File: src/sps_pkg.sv
// shared types and constants for the string primitive sequencer
package sps_pkg;
   typedef enum logic [2:0] {
      SPS_OP_MOVE,
      SPS_OP_COMPARE,
      SPS_OP_SCAN,
      SPS_OP_LOAD,
      SPS_OP_STORE
   } sps_op_t;

   // prefix byte values, arbitrary neutral encodings
   localparam logic [7:0] SPS_PFX_WHILE_EQUAL = 8'hf3;
   localparam logic [7:0] SPS_PFX_WHILE_UNEQUAL = 8'hf2;
   localparam logic [7:0] SPS_PFX_NONE = 8'h00;
   localparam logic [15:0] SPS_STEP_BYTE = 16'h0001;
   localparam logic [15:0] SPS_STEP_WORD = 16'h0002;
   localparam logic [15:0] SPS_RESET_WORD = 16'h0000;
   localparam logic [5:0] SPS_FLAGS_RESET = 6'h00;
   localparam int SPS_BUF_DEPTH = 2;

   // arithmetic flags posted by compare and scan
   typedef struct packed {
      logic auxiliary_carry_flag;
      logic carry_flag;
      logic overflow_flag;
      logic parity_flag;
      logic sign_flag;
      logic zero_flag;
   } sps_flags_t;

   // one memory request toward the bus interface
   typedef struct packed {
      logic write;
      logic use_extra_seg;
      logic seg_override;
      logic word;
      logic [15:0] offset;
      logic [15:0] wdata;
   } sps_mem_req_t;
endpackage : sps_pkg

File: src/sps_buf.sv
// two-entry valid/ready buffer for memory requests
`timescale 1ns/1ps
module sps_buf (
   input wire logic i_core_clk,
   input wire logic i_rst_n,
   input wire logic i_in_valid,
   output logic o_in_ready,
   input wire sps_pkg::sps_mem_req_t i_in_data,
   output logic o_out_valid,
   input wire logic i_out_ready,
   output sps_pkg::sps_mem_req_t o_out_data
);
   sps_pkg::sps_mem_req_t mem_r [sps_pkg::SPS_BUF_DEPTH];
   logic wptr_r;
   logic rptr_r;
   logic [1:0] cnt_r;
   wire push = i_in_valid && o_in_ready;
   wire pop = o_out_valid && i_out_ready;

   assign o_in_ready = (cnt_r != 2'h2);
   assign o_out_valid = (cnt_r != 2'h0);
   assign o_out_data = mem_r[rptr_r];

   always_ff @(posedge i_core_clk) begin
      if (!i_rst_n) begin
         wptr_r <= 1'b0;
         rptr_r <= 1'b0;
         cnt_r <= 2'h0;
      end else begin
         if (push) begin
            mem_r[wptr_r] <= i_in_data;
            wptr_r <= ~wptr_r;
         end
         if (pop) rptr_r <= ~rptr_r;
         cnt_r <= cnt_r + {1'b0, push} - {1'b0, pop};
      end
   end
endmodule : sps_buf

File: src/sps_sequencer.sv
// string primitive sequencer with repeat prefix control
`timescale 1ns/1ps
module sps_sequencer (
   input wire logic i_core_clk,
   input wire logic i_rst_n,
   input wire logic i_start,
   input wire logic [7:0] i_prefix,
   input wire sps_pkg::sps_op_t i_op,
   input wire logic i_word,
   input wire logic i_seg_override,
   input wire logic i_direction_flag,
   input wire logic [15:0] i_src_index,
   input wire logic [15:0] i_dest_index,
   input wire logic [15:0] i_repeat_count,
   input wire logic [15:0] i_accumulator,
   input wire sps_pkg::sps_flags_t i_flags,
   input wire logic i_intr_pending,
   input wire logic i_nmi_pending,
   output logic o_busy,
   output logic o_done,
   output logic o_intr_break,
   output logic [7:0] o_resume_prefix,
   output logic [15:0] o_src_index,
   output logic [15:0] o_dest_index,
   output logic [15:0] o_repeat_count,
   output logic [15:0] o_accumulator,
   output sps_pkg::sps_flags_t o_flags,
   output logic o_mem_valid,
   input wire logic i_mem_ready,
   output sps_pkg::sps_mem_req_t o_mem_req,
   input wire logic i_rd_valid,
   input wire logic [15:0] i_rd_data
);
   typedef enum logic [2:0] {
      SPS_IDLE,
      SPS_CHECK,
      SPS_RD_SRC,
      SPS_RD_DST,
      SPS_WAIT_RD,
      SPS_WRITE,
      SPS_NEXT
   } sps_state_t;

   sps_state_t state_r;
   sps_state_t state_nxt;
   logic [7:0] prefix_r;
   sps_pkg::sps_op_t op_r;
   logic word_r;
   logic ovr_r;
   logic dir_r;
   logic [15:0] si_r;
   logic [15:0] di_r;
   logic [15:0] cnt_r;
   logic [15:0] acc_r;
   logic [15:0] src_val_r;
   logic waiting_dst_r;
   sps_pkg::sps_flags_t flags_r;
   logic done_r;
   logic brk_r;
   logic first_r;

   logic buf_in_valid;
   logic buf_in_ready;
   sps_pkg::sps_mem_req_t buf_in_data;

   wire iterate_prefix = (prefix_r == sps_pkg::SPS_PFX_WHILE_EQUAL) ||
              (prefix_r == sps_pkg::SPS_PFX_WHILE_UNEQUAL);
   wire rep_ne = (prefix_r == sps_pkg::SPS_PFX_WHILE_UNEQUAL);
   wire cond_op = (op_r == sps_pkg::SPS_OP_COMPARE) || (op_r == sps_pkg::SPS_OP_SCAN);
   wire uses_src = (op_r == sps_pkg::SPS_OP_MOVE) || (op_r == sps_pkg::SPS_OP_COMPARE) ||
                   (op_r == sps_pkg::SPS_OP_LOAD);
   wire uses_dst = (op_r != sps_pkg::SPS_OP_LOAD);
   wire reads_dst = (op_r == sps_pkg::SPS_OP_COMPARE) || (op_r == sps_pkg::SPS_OP_SCAN);
   wire [15:0] step = word_r ? sps_pkg::SPS_STEP_WORD : sps_pkg::SPS_STEP_BYTE;
   wire [15:0] si_step = dir_r ? 16'(si_r - step) : 16'(si_r + step);
   wire [15:0] di_step = dir_r ? 16'(di_r - step) : 16'(di_r + step);
   wire [15:0] cnt_dec = 16'(cnt_r - 16'h0001);

   // subtraction for compare and scan
   wire [15:0] minuend = (op_r == sps_pkg::SPS_OP_SCAN) ? acc_r : src_val_r;
   wire [16:0] diff = {1'b0, minuend} - {1'b0, i_rd_data};
   wire [4:0] nib = {1'b0, minuend[3:0]} - {1'b0, i_rd_data[3:0]};
   wire msb_a = word_r ? minuend[15] : minuend[7];
   wire msb_b = word_r ? i_rd_data[15] : i_rd_data[7];
   wire msb_r = word_r ? diff[15] : diff[7];
   wire borrow = word_r ? diff[16] : (minuend[7:0] < i_rd_data[7:0]);
   wire is_zero = word_r ? (diff[15:0] == 16'h0000) : (diff[7:0] == 8'h00);
   sps_pkg::sps_flags_t arith_flags;
   // one driver for the whole struct keeps lint quiet
   assign arith_flags = '{auxiliary_carry_flag: nib[4],
                          carry_flag: borrow,
                          overflow_flag: (msb_a != msb_b) && (msb_r != msb_a),
                          parity_flag: ~^diff[7:0],
                          sign_flag: msb_r,
                          zero_flag: is_zero};

   wire zf_now = flags_r.zero_flag;
   wire cond_ok = !cond_op || (rep_ne ? !zf_now : zf_now);
   wire more = iterate_prefix && (cnt_r != 16'h0000) && cond_ok;
   // break between elements; intr and nmi break alike, neither is masked
   wire take_intr = i_intr_pending || i_nmi_pending;

   wire [15:0] addr_now = (state_r == SPS_RD_SRC) ? si_r : di_r;
   wire wr_now = (state_r == SPS_WRITE);
   assign buf_in_valid = (state_r == SPS_RD_SRC) || (state_r == SPS_RD_DST) || wr_now;
   // write data: moved element or accumulator
   wire [15:0] wdata_now = (op_r == sps_pkg::SPS_OP_MOVE) ? src_val_r : acc_r;
   assign buf_in_data = '{write: wr_now,
                          use_extra_seg: (state_r != SPS_RD_SRC),
                          seg_override: (state_r == SPS_RD_SRC) && ovr_r,
                          word: word_r,
                          offset: addr_now,
                          wdata: wdata_now};

   sps_buf u_buf (
      .i_core_clk(i_core_clk),
      .i_rst_n(i_rst_n),
      .i_in_valid(buf_in_valid),
      .o_in_ready(buf_in_ready),
      .i_in_data(buf_in_data),
      .o_out_valid(o_mem_valid),
      .i_out_ready(i_mem_ready),
      .o_out_data(o_mem_req)
   );

   always_comb begin
      state_nxt = state_r;
      unique case (state_r)
         SPS_IDLE: if (i_start) state_nxt = SPS_CHECK;
         SPS_CHECK: begin
            if (iterate_prefix && cnt_r == 16'h0000) state_nxt = SPS_IDLE;
            else if (!first_r && take_intr) state_nxt = SPS_IDLE;
            else if (uses_src) state_nxt = SPS_RD_SRC;
            else if (reads_dst) state_nxt = SPS_RD_DST;
            else state_nxt = SPS_WRITE;
         end
         SPS_RD_SRC: if (buf_in_ready) state_nxt = SPS_WAIT_RD;
         SPS_RD_DST: if (buf_in_ready) state_nxt = SPS_WAIT_RD;
         SPS_WAIT_RD: begin
            if (i_rd_valid) begin
               if (waiting_dst_r || op_r == sps_pkg::SPS_OP_LOAD) state_nxt = SPS_NEXT;
               else if (op_r == sps_pkg::SPS_OP_COMPARE) state_nxt = SPS_RD_DST;
               else state_nxt = SPS_WRITE;
            end
         end
         SPS_WRITE: if (buf_in_ready) state_nxt = SPS_NEXT;
         SPS_NEXT: state_nxt = more ? SPS_CHECK : SPS_IDLE;
         default: state_nxt = SPS_IDLE;
      endcase
   end

   always_ff @(posedge i_core_clk) begin
      if (!i_rst_n) begin
         state_r <= SPS_IDLE;
         prefix_r <= sps_pkg::SPS_PFX_NONE;
         op_r <= sps_pkg::SPS_OP_MOVE;
         word_r <= 1'b0;
         ovr_r <= 1'b0;
         dir_r <= 1'b0;
         si_r <= sps_pkg::SPS_RESET_WORD;
         di_r <= sps_pkg::SPS_RESET_WORD;
         cnt_r <= sps_pkg::SPS_RESET_WORD;
         acc_r <= sps_pkg::SPS_RESET_WORD;
         src_val_r <= sps_pkg::SPS_RESET_WORD;
         waiting_dst_r <= 1'b0;
         flags_r <= sps_pkg::SPS_FLAGS_RESET;
         done_r <= 1'b0;
         brk_r <= 1'b0;
         first_r <= 1'b0;
      end else begin
         state_r <= state_nxt;
         done_r <= 1'b0;
         brk_r <= 1'b0;
         if (state_r == SPS_IDLE && i_start) begin
            prefix_r <= i_prefix;
            op_r <= i_op;
            word_r <= i_word;
            ovr_r <= i_seg_override;
            dir_r <= i_direction_flag;
            si_r <= i_src_index;
            di_r <= i_dest_index;
            cnt_r <= i_repeat_count;
            acc_r <= i_accumulator;
            flags_r <= i_flags;
            first_r <= 1'b1;
         end
         if (state_r == SPS_CHECK) begin
            first_r <= 1'b0;
            // break leaves count and indices as updated
            if (iterate_prefix && cnt_r == 16'h0000) done_r <= 1'b1;
            else if (!first_r && take_intr) brk_r <= 1'b1;
         end
         if (state_r == SPS_RD_SRC || state_r == SPS_RD_DST) waiting_dst_r <= (state_r == SPS_RD_DST);
         if (state_r == SPS_WAIT_RD && i_rd_valid) begin
            if (!waiting_dst_r) src_val_r <= i_rd_data;
            // load into accumulator, high byte kept for bytes
            if (op_r == sps_pkg::SPS_OP_LOAD)
               acc_r <= word_r ? i_rd_data : {acc_r[15:8], i_rd_data[7:0]};
            if (waiting_dst_r) flags_r <= arith_flags;
         end
         if (state_r == SPS_NEXT) begin
            if (uses_src) si_r <= si_step;
            if (uses_dst) di_r <= di_step;
            if (iterate_prefix) cnt_r <= cnt_dec;
            if (!more) done_r <= 1'b1;
         end
      end
   end

   // count reaching zero after the last element is caught by the check state

   assign o_busy = (state_r != SPS_IDLE);
   assign o_done = done_r;
   assign o_intr_break = brk_r;
   // only the prefix just before the opcode survives resumption
   assign o_resume_prefix = prefix_r;
   assign o_src_index = si_r;
   assign o_dest_index = di_r;
   assign o_repeat_count = cnt_r;
   assign o_accumulator = acc_r;
   assign o_flags = flags_r;
endmodule : sps_sequencer

File: config.mk
export PLATFORM = sky130hd
export DESIGN_NAME = sps_sequencer
export DESIGN_NICKNAME = d
export VERILOG_FILES = /design/src/sps_pkg.sv /design/src/sps_buf.sv /design/src/sps_sequencer.sv
export SDC_FILE = /design/constraint.sdc
export NUM_CORES = 1
export LEC_CHECK = 0
export BUFFER_PORTS_ARGS = -buffer_cell sky130_fd_sc_hd__buf_2
export CAP_MARGIN = 25
export CORE_MARGIN = 4
export CORE_UTILIZATION = 31
export CTS_CLUSTER_DIAMETER = 120
export DETAILED_ROUTE_END_ITERATION = 8
export HOLD_SLACK_MARGIN = 0.06
export SLEW_MARGIN = 20
export SYNTH_ARGS = -nofsm -noshare
export SYNTH_HDL_FRONTEND = slang
export SYNTH_HIERARCHICAL = 1
export SYNTH_SLANG_ARGS = --single-unit
File: constraint.sdc
create_clock -name i_core_clk -period 8.8 [get_ports i_core_clk]
set_input_delay 1.76 -clock i_core_clk [delete_from_list [all_inputs] [get_ports i_core_clk]]
set_output_delay 1.76 -clock i_core_clk [all_outputs]
set_load 0.02 [all_outputs]
==> impl_metrics.json, run 1 <==
{
  "synth.most_common_cell": "nand2_1",
  "period_share_pct": 49.61,
  "async_flop_share_pct": 0,
  "setup_viol": 0,
  "clockBufferDepth": 2,
  "synth_edf_count": 72,
  "drive_above_1_share_pct": 25.86,
  "yosys_warnings": 6,
  "grt_max_degree": 70,
  "via_per_inst": 5.044,
  "fp.dieArea_um2": 38240,
  "peakVddDrop_mv": 0.1405,
  "hold_viol": 0,
  "die_h_um": 195.6,
  "tightestPinTransition_ps": 997.2,
  "dp_slack_ps": 4033,
  "crit_fanout": 4,
  "synth_top_cell_by_area": "dfxtp_1",
  "core_area_um2": 34630,
  "drt-total-wl_um": 32100,
  "io_pins": 225,
  "rsz0062_at_grt": "false",
  "firstDrtPassIters": 5,
  "ant_nets": 0,
  "wl_per_cell_um": 17.61,
  "finalCriticalPeriod_ps": 4366,
  "routabilityCongestion": 0.8555,
  "vias": 9195,
  "seq_area_frac_synth_pct": 40.39,
  "clkTransAtPathRegs_ps": 70,
  "cts_resized": 0,
  "initial_core_util_pct": 31.49,
  "drv_cap": 0,
  "htree_levels": 4,
  "place_inst": 1787,
  "overflow": 0,
  "p_int_uw": 1742,
  "p_clk_share_pct": 27.4,
  "synthTopCellsByCount": "nand2_1, dfxtp_1, edfxtp_1",
  "min_path_type": "reg2reg",
  "fin_cells": 1823,
  "combPwrFrac_pct": 34.0,
  "syn2layout_area_growth_pct": 18.85,
  "drc": 0,
  "root_buffer": "clkbuf_16",
  "fin_ws_ps": 4434,
  "syn_nets": 1323,
  "power_density_nw_per_um2": 212.5,
  "seq_power_share_pct": 38.5,
  "worst_slew_margin_rel_pct": 33.16,
  "worstPathArrival_ps": 4760,
  "leakagePower_uw": 0.005747,
  "synth_top_flop_cell": "dfxtp_1",
  "ys_seq_elements": 184,
  "antenna_found_initial": 9,
  "first_global_vias": 9150,
  "max_clock_freq_mhz": 229.0,
  "worst-setup-path-type": "in2reg",
  "die_w_um": 195.6,
  "track_usage_pct": 16.50,
  "setup_tns_ps": 0,
  "skew_ps": 13.45,
  "outcome": "completed",
  "cts_tree": "yes",
  "p_sw_uw": 1012,
  "holdBufCountCts": 0,
  "power.total_uw": 2754,
  "worstSetupEndpointType": "register",
  "synth_top_area_share_pct": 20.56,
  "cts_setup_buffers": 0,
  "netlist_area_um2": 10910,
  "clock_sinks": 184,
  "cts_buffers": 17,
  "switching_share_pct": 36.76,
  "fp-row-count": 68,
  "slew_viol_final": 0,
  "avgSynthCellArea_um2": 9.409,
  "worstPathRequired_ps": 9190,
  "start_kind": "input pin",
  "nets": 1516,
  "netlist_instances": 1159,
  "dp_hpwl_um": 23090,
  "drtIter0Drc": 432,
  "synth_area_leaders": "dfxtp_1, edfxtp_1, nand2_1",
  "grt_pass1_wl_um": 50250,
  "clk_latency_ps": 450,
  "port_buffers": 224,
  "synth_cell_types": 78
}
## flip-flops by register name, summed over array words and instances (netlist names), 5 cells and up, named ones only
| signal | cells |
|---|---|
| u_buf/mem_r | 72 |
| o_accumulator | 16 |
| o_dest_index | 16 |
| o_repeat_count | 16 |
| o_src_index | 16 |
| src_val_r | 16 |
| o_resume_prefix | 8 |
| o_flags | 5 |
## final timing paths
kind / startpoint / end / slack [ps] / cells past startpoint
setup / recovery: i_rd_data[0] / zf_now$_SDFF_PN0_ / 4430 / 14
hold / removal: ovr_r$_SDFFE_PN0P_ / ovr_r$_SDFFE_PN0P_ / 460 / 2
setup reg to reg: op_r[1]$_SDFFE_PN0P_ / zf_now$_SDFF_PN0_ / 4650 / 16
hold reg to reg: ovr_r$_SDFFE_PN0P_ / ovr_r$_SDFFE_PN0P_ / 460 / 2
## cells by family after synthesis
kind of cell	share of synthesized area [%]
muxes	10.68
DFF	40.39
and+or+nand+nor	18.70
AOI/OAI and AO/OA	15.71
adders and majority gates	6.746
xor gates and xnor gates	3.213
buffers and inverters	4.566
## per-layer routing
| metal | vias to the layer above | track usage [%] | wire (um) |
|---|---|---|---|
| met2 | 236 | 26.08 | 14740 |
| met3 | 44 | 4.710 | 2073 |
| li1 | 4569 | - | - |
| met4 | 14 | 4.706 | 591 |
| met5 | - | 0 | 85 |
| met1 | 4332 | 22.08 | 14610 |
## cells in the final DEF, fill, tap and decap left out, types with 5 or more instances in the layout
master,instances
a21boi_0,21
a21o_1,11
a21oi_1,53
a31oi_1,6
and2_1,7
and3_1,18
buf_2,223
buf_4,11
clkbuf_16,17
dfxtp_1,111
edfxtp_1,72
ha_1,54
inv_1,49
mux2_2,43
mux2_4,30
mux2i_1,23
nand2_1,189
nand2b_1,5
nand3_1,60
nand4_1,6
nor2_1,42
nor2b_1,38
nor3_1,16
nor4_1,9
o211a_1,23
o211ai_1,8
o21a_1,12
o21ai_0,52
o221ai_1,9
o22ai_1,5
or3_1,5
xnor2_1,28
xor2_1,12
## power groups by stage
stage | Clock [uW] | Combinational [uW] | Sequential, uW
2_1_floorplan | 0 | 649 | 1110
3_3_place_gp | 0 | 930 | 1080
3_5_place_dp | 0 | 942 | 1080
4_1_cts | 779 | 946 | 1060
5_1_grt | 806 | 1030 | 1070
6_report | 755 | 937 | 1060
## worst max-delay path: stages
cell     delay (ps)
buf_2           130
ha_1            150
inv_1            50
fa_1            400
a21o_1          220
a221o_1         340
nor2_1          130
xor2_1          160
ha_1            150
and3_1          140
nand4_1         150
or4_1           570
nor4_1          210
a31o_1          190
## stage by stage
step | area [um^2] | hold WS [ps] | util (%)
detailed placement | 12380 | 458.5 | 35.75
floorplan | 10910 | 438.8 | -
finish | 12960 | 464.4 | 37.43
CTS | 12930 | 468.5 | 37.35
global route | 12960 | 481.5 | 37.42
global placement | 12380 | 450.3 | 35.75
## layout make-up
class / instances / area, um^2
inverter: 49 / 183.9
clock buffer: 19 / 432.9
tap: 455 / 569.3
multi-input combinational: 865 / 6022
fill: 3516 / 21670
antenna: 3 / 7.507
sequential: 184 / 4405
clock inverter: 13 / 121.4
timing repair buffer: 235 / 1219
(Power assumes the default switching activity.)
==> run 2: changes to the inputs <==
clock period = 3.5 ns   (was 8.8 ns; I/O delays follow)
==> run 2 against run 1 <==
Against the previous run:
- the flow now finishes with violations (setup timing)
- first-iteration DRC count grew 7.4%
- utilization grew 0.89 points
- power increased to 2.5 times the previous value
- register-to-register slack got worse by 4800 ps
- highest routed layer unchanged
==> impl_metrics.json, run 2 (same netlist as run 1, synthesis figures left out) <==
{
  "nets": 1549,
  "cpPeakStageDelay_ps": 430,
  "clock_sinks": 184,
  "drc": 0,
  "dp_hpwl_um": 23810,
  "r2r_end": "zf_now$_SDFF_PN0_",
  "crit_slowest_cell": "or4_1",
  "fp-row-count": 68,
  "leakagePower_uw": 0.005917,
  "power_density_nw_per_um2": 526.8,
  "clk_latency_ps": 450,
  "fin_ws_ps": -102.3,
  "worstSetupEndpointType": "register",
  "start_kind": "register",
  "drt-total-wl_um": 33110,
  "wl_per_cell_um": 17.86,
  "setup_viol": 1,
  "skew_ps": 14.31,
  "grt_max_degree": 64,
  "r2r_slack_ps": -100,
  "crit_fanout": 5,
  "worstPathRequired_ps": 3900,
  "path_cells": "nor3b_4 -> buf_12 -> mux2i_4 -> ha_2 -> inv_2 -> fa_2 -> a21o_1 -> a221o_1 -> nor2_2 -> xor2_1 -> ha_2 -> and3_4 -> nand4_1 -> or4_1 -> nor4_2 -> a31o_1",
  "finalCriticalPeriod_ps": 3602,
  "clockBufferDepth": 2,
  "worstSetupStartpoint": "op_r[2]$_SDFFE_PN0P_",
  "rsz0062_at_grt": "true",
  "drtIter0Drc": 464,
  "track_usage_pct": 16.92,
  "min_path_type": "reg2reg",
  "timing.critical_path.buf_inv": 2,
  "path_depth": 16,
  "die_h_um": 195.6,
  "dp_slack_ps": -279.4,
  "hold_viol": 0,
  "htree_levels": 4,
  "period_share_pct": 102.9,
  "syn2layout_area_growth_pct": 21.67,
  "cts_tree": "yes",
  "final_cell_mix": "buf_2, nand2_1, dfxtp_1",
  "tightestPinTransition_ps": 910.2,
  "worstPathArrival_ps": 4000,
  "drv_cap": 0,
  "outcome": "finished, violations left",
  "r2r-start": "op_r[2]$_SDFFE_PN0P_",
  "root_buffer": "clkbuf_16",
  "overflow": 0,
  "io_pins": 225,
  "setup_tns_ps": -102.3,
  "port_buffers": 224,
  "fp.dieArea_um2": 38240,
  "firstDrtPassIters": 5,
  "max_clock_freq_mhz": 277.6,
  "first_global_vias": 9242,
  "clkTransAtPathRegs_ps": 80,
  "drive_above_1_share_pct": 28.68,
  "final_core_util_pct": 38.32,
  "routabilityCongestion": 0.8541,
  "worst_slew_margin_rel_pct": 38.99,
  "slew_viol_final": 0,
  "failed_checks": "setup timing",
  "core_area_um2": 34630,
  "top_register": "u_buf/mem_r",
  "die_w_um": 195.6,
  "stdcell_area_um2": 13270,
  "via_per_inst": 5.087,
  "grt_pass1_wl_um": 51490,
  "nFillCells": 3484,
  "final_common_cell": "buf_2",
  "postPlaceCellArea_um2": 12670,
  "critical-path-top-delay-family": "simple AND/OR/NAND/NOR gates",
  "initial_core_util_pct": 31.49,
  "cp-endpoint": "zf_now$_SDFF_PN0_",
  "cpMostUsedCell": "ha_2",
  "cts_buffers": 17,
  "largest_reg_flops": 72,
  "rr_worst_depth": 16,
  "worst-setup-path-type": "reg2reg",
  "antenna_found_initial": 6,
  "ant_nets": 0,
  "peakVddDrop_mv": 0.3521,
  "vias": 9431
}
## run 2: metal layers
layer	wire (um)	track usage (%)
met1	15780	23.12
met2	14810	26.64
met3	1797	4.055
met5	82	0
met4	634	5.043
## run 2: through the flow
stage | instances | power (uW) | hold slack [ps]
after floorplan | 1159 | 4423 | 438.8
after global placement | 1820 | 5125 | 450.3
after detailed placement | 1820 | 5161 | 456.9
after CTS | 1853 | 7064 | 466.7
after global routing | 1853 | 7393 | 477.1
final | 1854 | 6990 | 459.9
## run 2: final cells by class
cell class,instances,area [um^2],share of cell area (%)
multi-input combinational,865,6078,45.81
sequential,184,4408,33.22
inverter,49,183.9,1.386
antenna,1,2.502,0.01886
clock inverter,12,91.34,0.6884
timing repair buffer,268,1479,11.15
clock buffer,20,456.7,3.442
tap,455,569.3,4.290
## run 2: what timing repair did
item,CTS,global route
setup endpoints to repair,1,1
gates resized for setup,5,2
setup buffers,1,0
pin swaps,6,1
hold buffers,0,0
## run 2: how the worst min path moves through the flow
stage	startpoint	end	cells after the start
global placement	ovr_r$_SDFFE_PN0P_	ovr_r$_SDFFE_PN0P_	2
floorplan	ovr_r$_SDFFE_PN0P_	ovr_r$_SDFFE_PN0P_	2
detailed placement	ovr_r$_SDFFE_PN0P_	ovr_r$_SDFFE_PN0P_	2
finish	ovr_r$_SDFFE_PN0P_	ovr_r$_SDFFE_PN0P_	2
global route	i_prefix[6]	o_resume_prefix[6]$_SDFFE_PN0P_	3
CTS	ovr_r$_SDFFE_PN0P_	ovr_r$_SDFFE_PN0P_	2
## run 2: worst min-delay path: stages (launching register included)
cell and delay [ps]:
dfxtp_1 310, nand2_1 40, a21boi_0 60
## run 2: where the power goes
part	switching, uW	internal, uW
sequential	265	2440
clock	916	957
combinational	1410	1000
==> run 3: changes to the inputs <==
CORE_UTILIZATION = 40   (was 31)
==> run 3 against run 2 <==
Against the previous run:
- combinational power up 2%
- largest cell class unchanged
- sequential cell count unchanged
- sequential power down 2%
- the flow still finishes with violations (setup timing)
- routed wire length down 5.9%
==> impl_metrics.json, run 3 (same netlist as run 1, synthesis figures left out) <==
{
  "outcome": "finished, violations left",
  "failed_checks": "setup timing",
  "grt_pass1_wl_um": 49920,
  "r2r_slack_ps": -80,
  "tightestPinTransition_ps": 926.7,
  "vias": 9330,
  "postPlaceCellArea_um2": 12550,
  "dp_hpwl_um": 22800,
  "fin_ws_ps": -78.41,
  "finalCriticalPeriod_ps": 3578,
  "setup_tns_ps": -78.41,
  "antenna_found_initial": 3,
  "antenna_cells": 0,
  "syn2layout_area_growth_pct": 20.88,
  "cts_tree": "yes",
  "place_inst": 1709,
  "rsz0062_at_grt": "true",
  "drive_above_1_share_pct": 28.84,
  "fp.dieArea_um2": 29970,
  "r2r_end": "zf_now$_SDFF_PN0_",
  "r2r-start": "op_r[0]$_SDFFE_PN0P_",
  "combPwrFrac_pct": 34.7,
  "htree_levels": 4,
  "track_usage_pct": 20.44,
  "worstHoldStart": "ovr_r$_SDFFE_PN0P_",
  "stdcell_area_um2": 13180,
  "max_clock_freq_mhz": 279.5,
  "worstSetupEndpointType": "register",
  "nets": 1552,
  "initial_core_util_pct": 40.58,
  "nFillCells": 2574,
  "firstDrtPassIters": 6,
  "clock_sinks": 184,
  "clockBufferDepth": 2,
  "via_per_inst": 5.356,
  "overflow": 0,
  "core_area_um2": 26880,
  "period_share_pct": 102.2,
  "wl_per_cell_um": 17.88,
  "power.total_uw": 7050,
  "drtIter0Drc": 633,
  "drv_cap": 0,
  "top_register": "u_buf/mem_r",
  "ant_nets": 0,
  "cts_buffers": 17,
  "hold_depth": 2,
  "final_cell_mix": "buf_2, nand2_1, dfxtp_1",
  "p_clk_share_pct": 27.7,
  "clk_latency_ps": 430,
  "routabilityCongestion": 0.8788,
  "leakagePower_uw": 0.005954,
  "drc": 0,
  "hold_end": "ovr_r$_SDFFE_PN0P_",
  "peakVddDrop_mv": 0.2051,
  "clkTransAtPathRegs_ps": 80,
  "setup_viol": 1,
  "port_buffers": 224,
  "die_h_um": 173.1,
  "worst-setup-path-type": "reg2reg",
  "p_sw_uw": 2581,
  "switching_share_pct": 36.61,
  "crit_fanout": 3,
  "largest_reg_flops": 72,
  "final_common_cell": "buf_2",
  "hold_viol": 0,
  "slew_viol_final": 0,
  "root_buffer": "clkbuf_16",
  "worstPathRequired_ps": 3880,
  "io_pins": 225,
  "power_density_nw_per_um2": 534.8,
  "fin_cells": 1742,
  "skew_ps": 18.94,
  "fp-row-count": 60,
  "worst_slew_margin_rel_pct": 37.88,
  "drt-total-wl_um": 31150,
  "first_global_vias": 9262,
  "start_kind": "register",
  "grt_max_degree": 69,
  "rr_worst_depth": 16,
  "die_w_um": 173.1,
  "seq_power_share_pct": 37.6,
  "min_path_type": "reg2reg",
  "p_int_uw": 4469,
  "worstPathArrival_ps": 3960
}
[run 3: changes by cell type in the layout (fill, tap and decap cells not counted), sizes merged]
cell / delta
buf: +3
clkbuf: -3
inv: +3
bufinv: +1
clkinvlp: -1
diode: -1
[run 3: layer usage]
| metal | up-vias | wire length [um] | track usage (%) |
|---|---|---|---|
| met1 | 4343 | 14380 | 28.01 |
| li1 | 4638 | - | - |
| met5 | - | 34 | 0 |
| met4 | 6 | 515 | 4.922 |
| met2 | 302 | 13990 | 32.45 |
| met3 | 41 | 2230 | 5.400 |
[run 3: worst max-delay path by stage]
stage	slack (ps)	to	start
6_report	-80	zf_now$_SDFF_PN0_	op_r[0]$_SDFFE_PN0P_
5_1_grt	-310	zf_now$_SDFF_PN0_	op_r[0]$_SDFFE_PN0P_
4_1_cts	-70	zf_now$_SDFF_PN0_	op_r[0]$_SDFFE_PN0P_
3_5_place_dp	-250	zf_now$_SDFF_PN0_	op_r[0]$_SDFFE_PN0P_
3_3_place_gp	-110	zf_now$_SDFF_PN0_	op_r[0]$_SDFFE_PN0P_
2_1_floorplan	-320	zf_now$_SDFF_PN0_	op_r[0]$_SDFFE_PN0P_
[run 3: area by class of cell]
cell class,instances,area [um^2],area share (%)
inverter,49,183.9,1.395
tap,341,426.7,3.237
clock buffer,17,425.4,3.227
sequential,184,4409,33.45
multi-input combinational,865,6073,46.07
timing repair buffer,271,1505,11.42
clock inverter,15,158.9,1.205
[run 3: per-stage QoR]
stage / hold slack [ps] / utilization, % / setup WS [ps]
2_1_floorplan: 438.8 / - / -318.1
3_3_place_gp: 461.7 / 46.69 / -107.9
3_5_place_dp: 462.9 / 46.69 / -254.2
4_1_cts: 473.0 / 48.99 / -66.93
5_1_grt: 490.2 / 49.05 / -314.3
6_report: 472.6 / 49.05 / -78.41
[run 3: power by group through the flow]
stage,combinational [uW],clock [uW],sequential [uW]
2_1_floorplan,1640,0,2780
3_3_place_gp,2420,0,2700
3_5_place_dp,2430,0,2700
4_1_cts,2450,2000,2650
5_1_grt,2680,2100,2690
6_report,2450,1950,2650
[run 3: what timing repair did]
item	CTS	global route
buffers inserted	1	0
hold buffers	0	0
endpoints found under the setup margin	1	2
gates resized for setup	6	3
pin swaps	3	2
[run 3: worst max-delay path: stages (launching register included)]
cell and delay [ps]:
dfxtp_2 330, nor3b_4 200, buf_6 150, mux2i_4 230, ha_2 200, inv_2 40, fa_2 360, a21o_1 180
a221o_1 360, nor2_1 120, xor2_1 170, ha_2 180, and3_1 160, nand4_1 120, or4_1 430, nor4_2 170
a31o_1 170
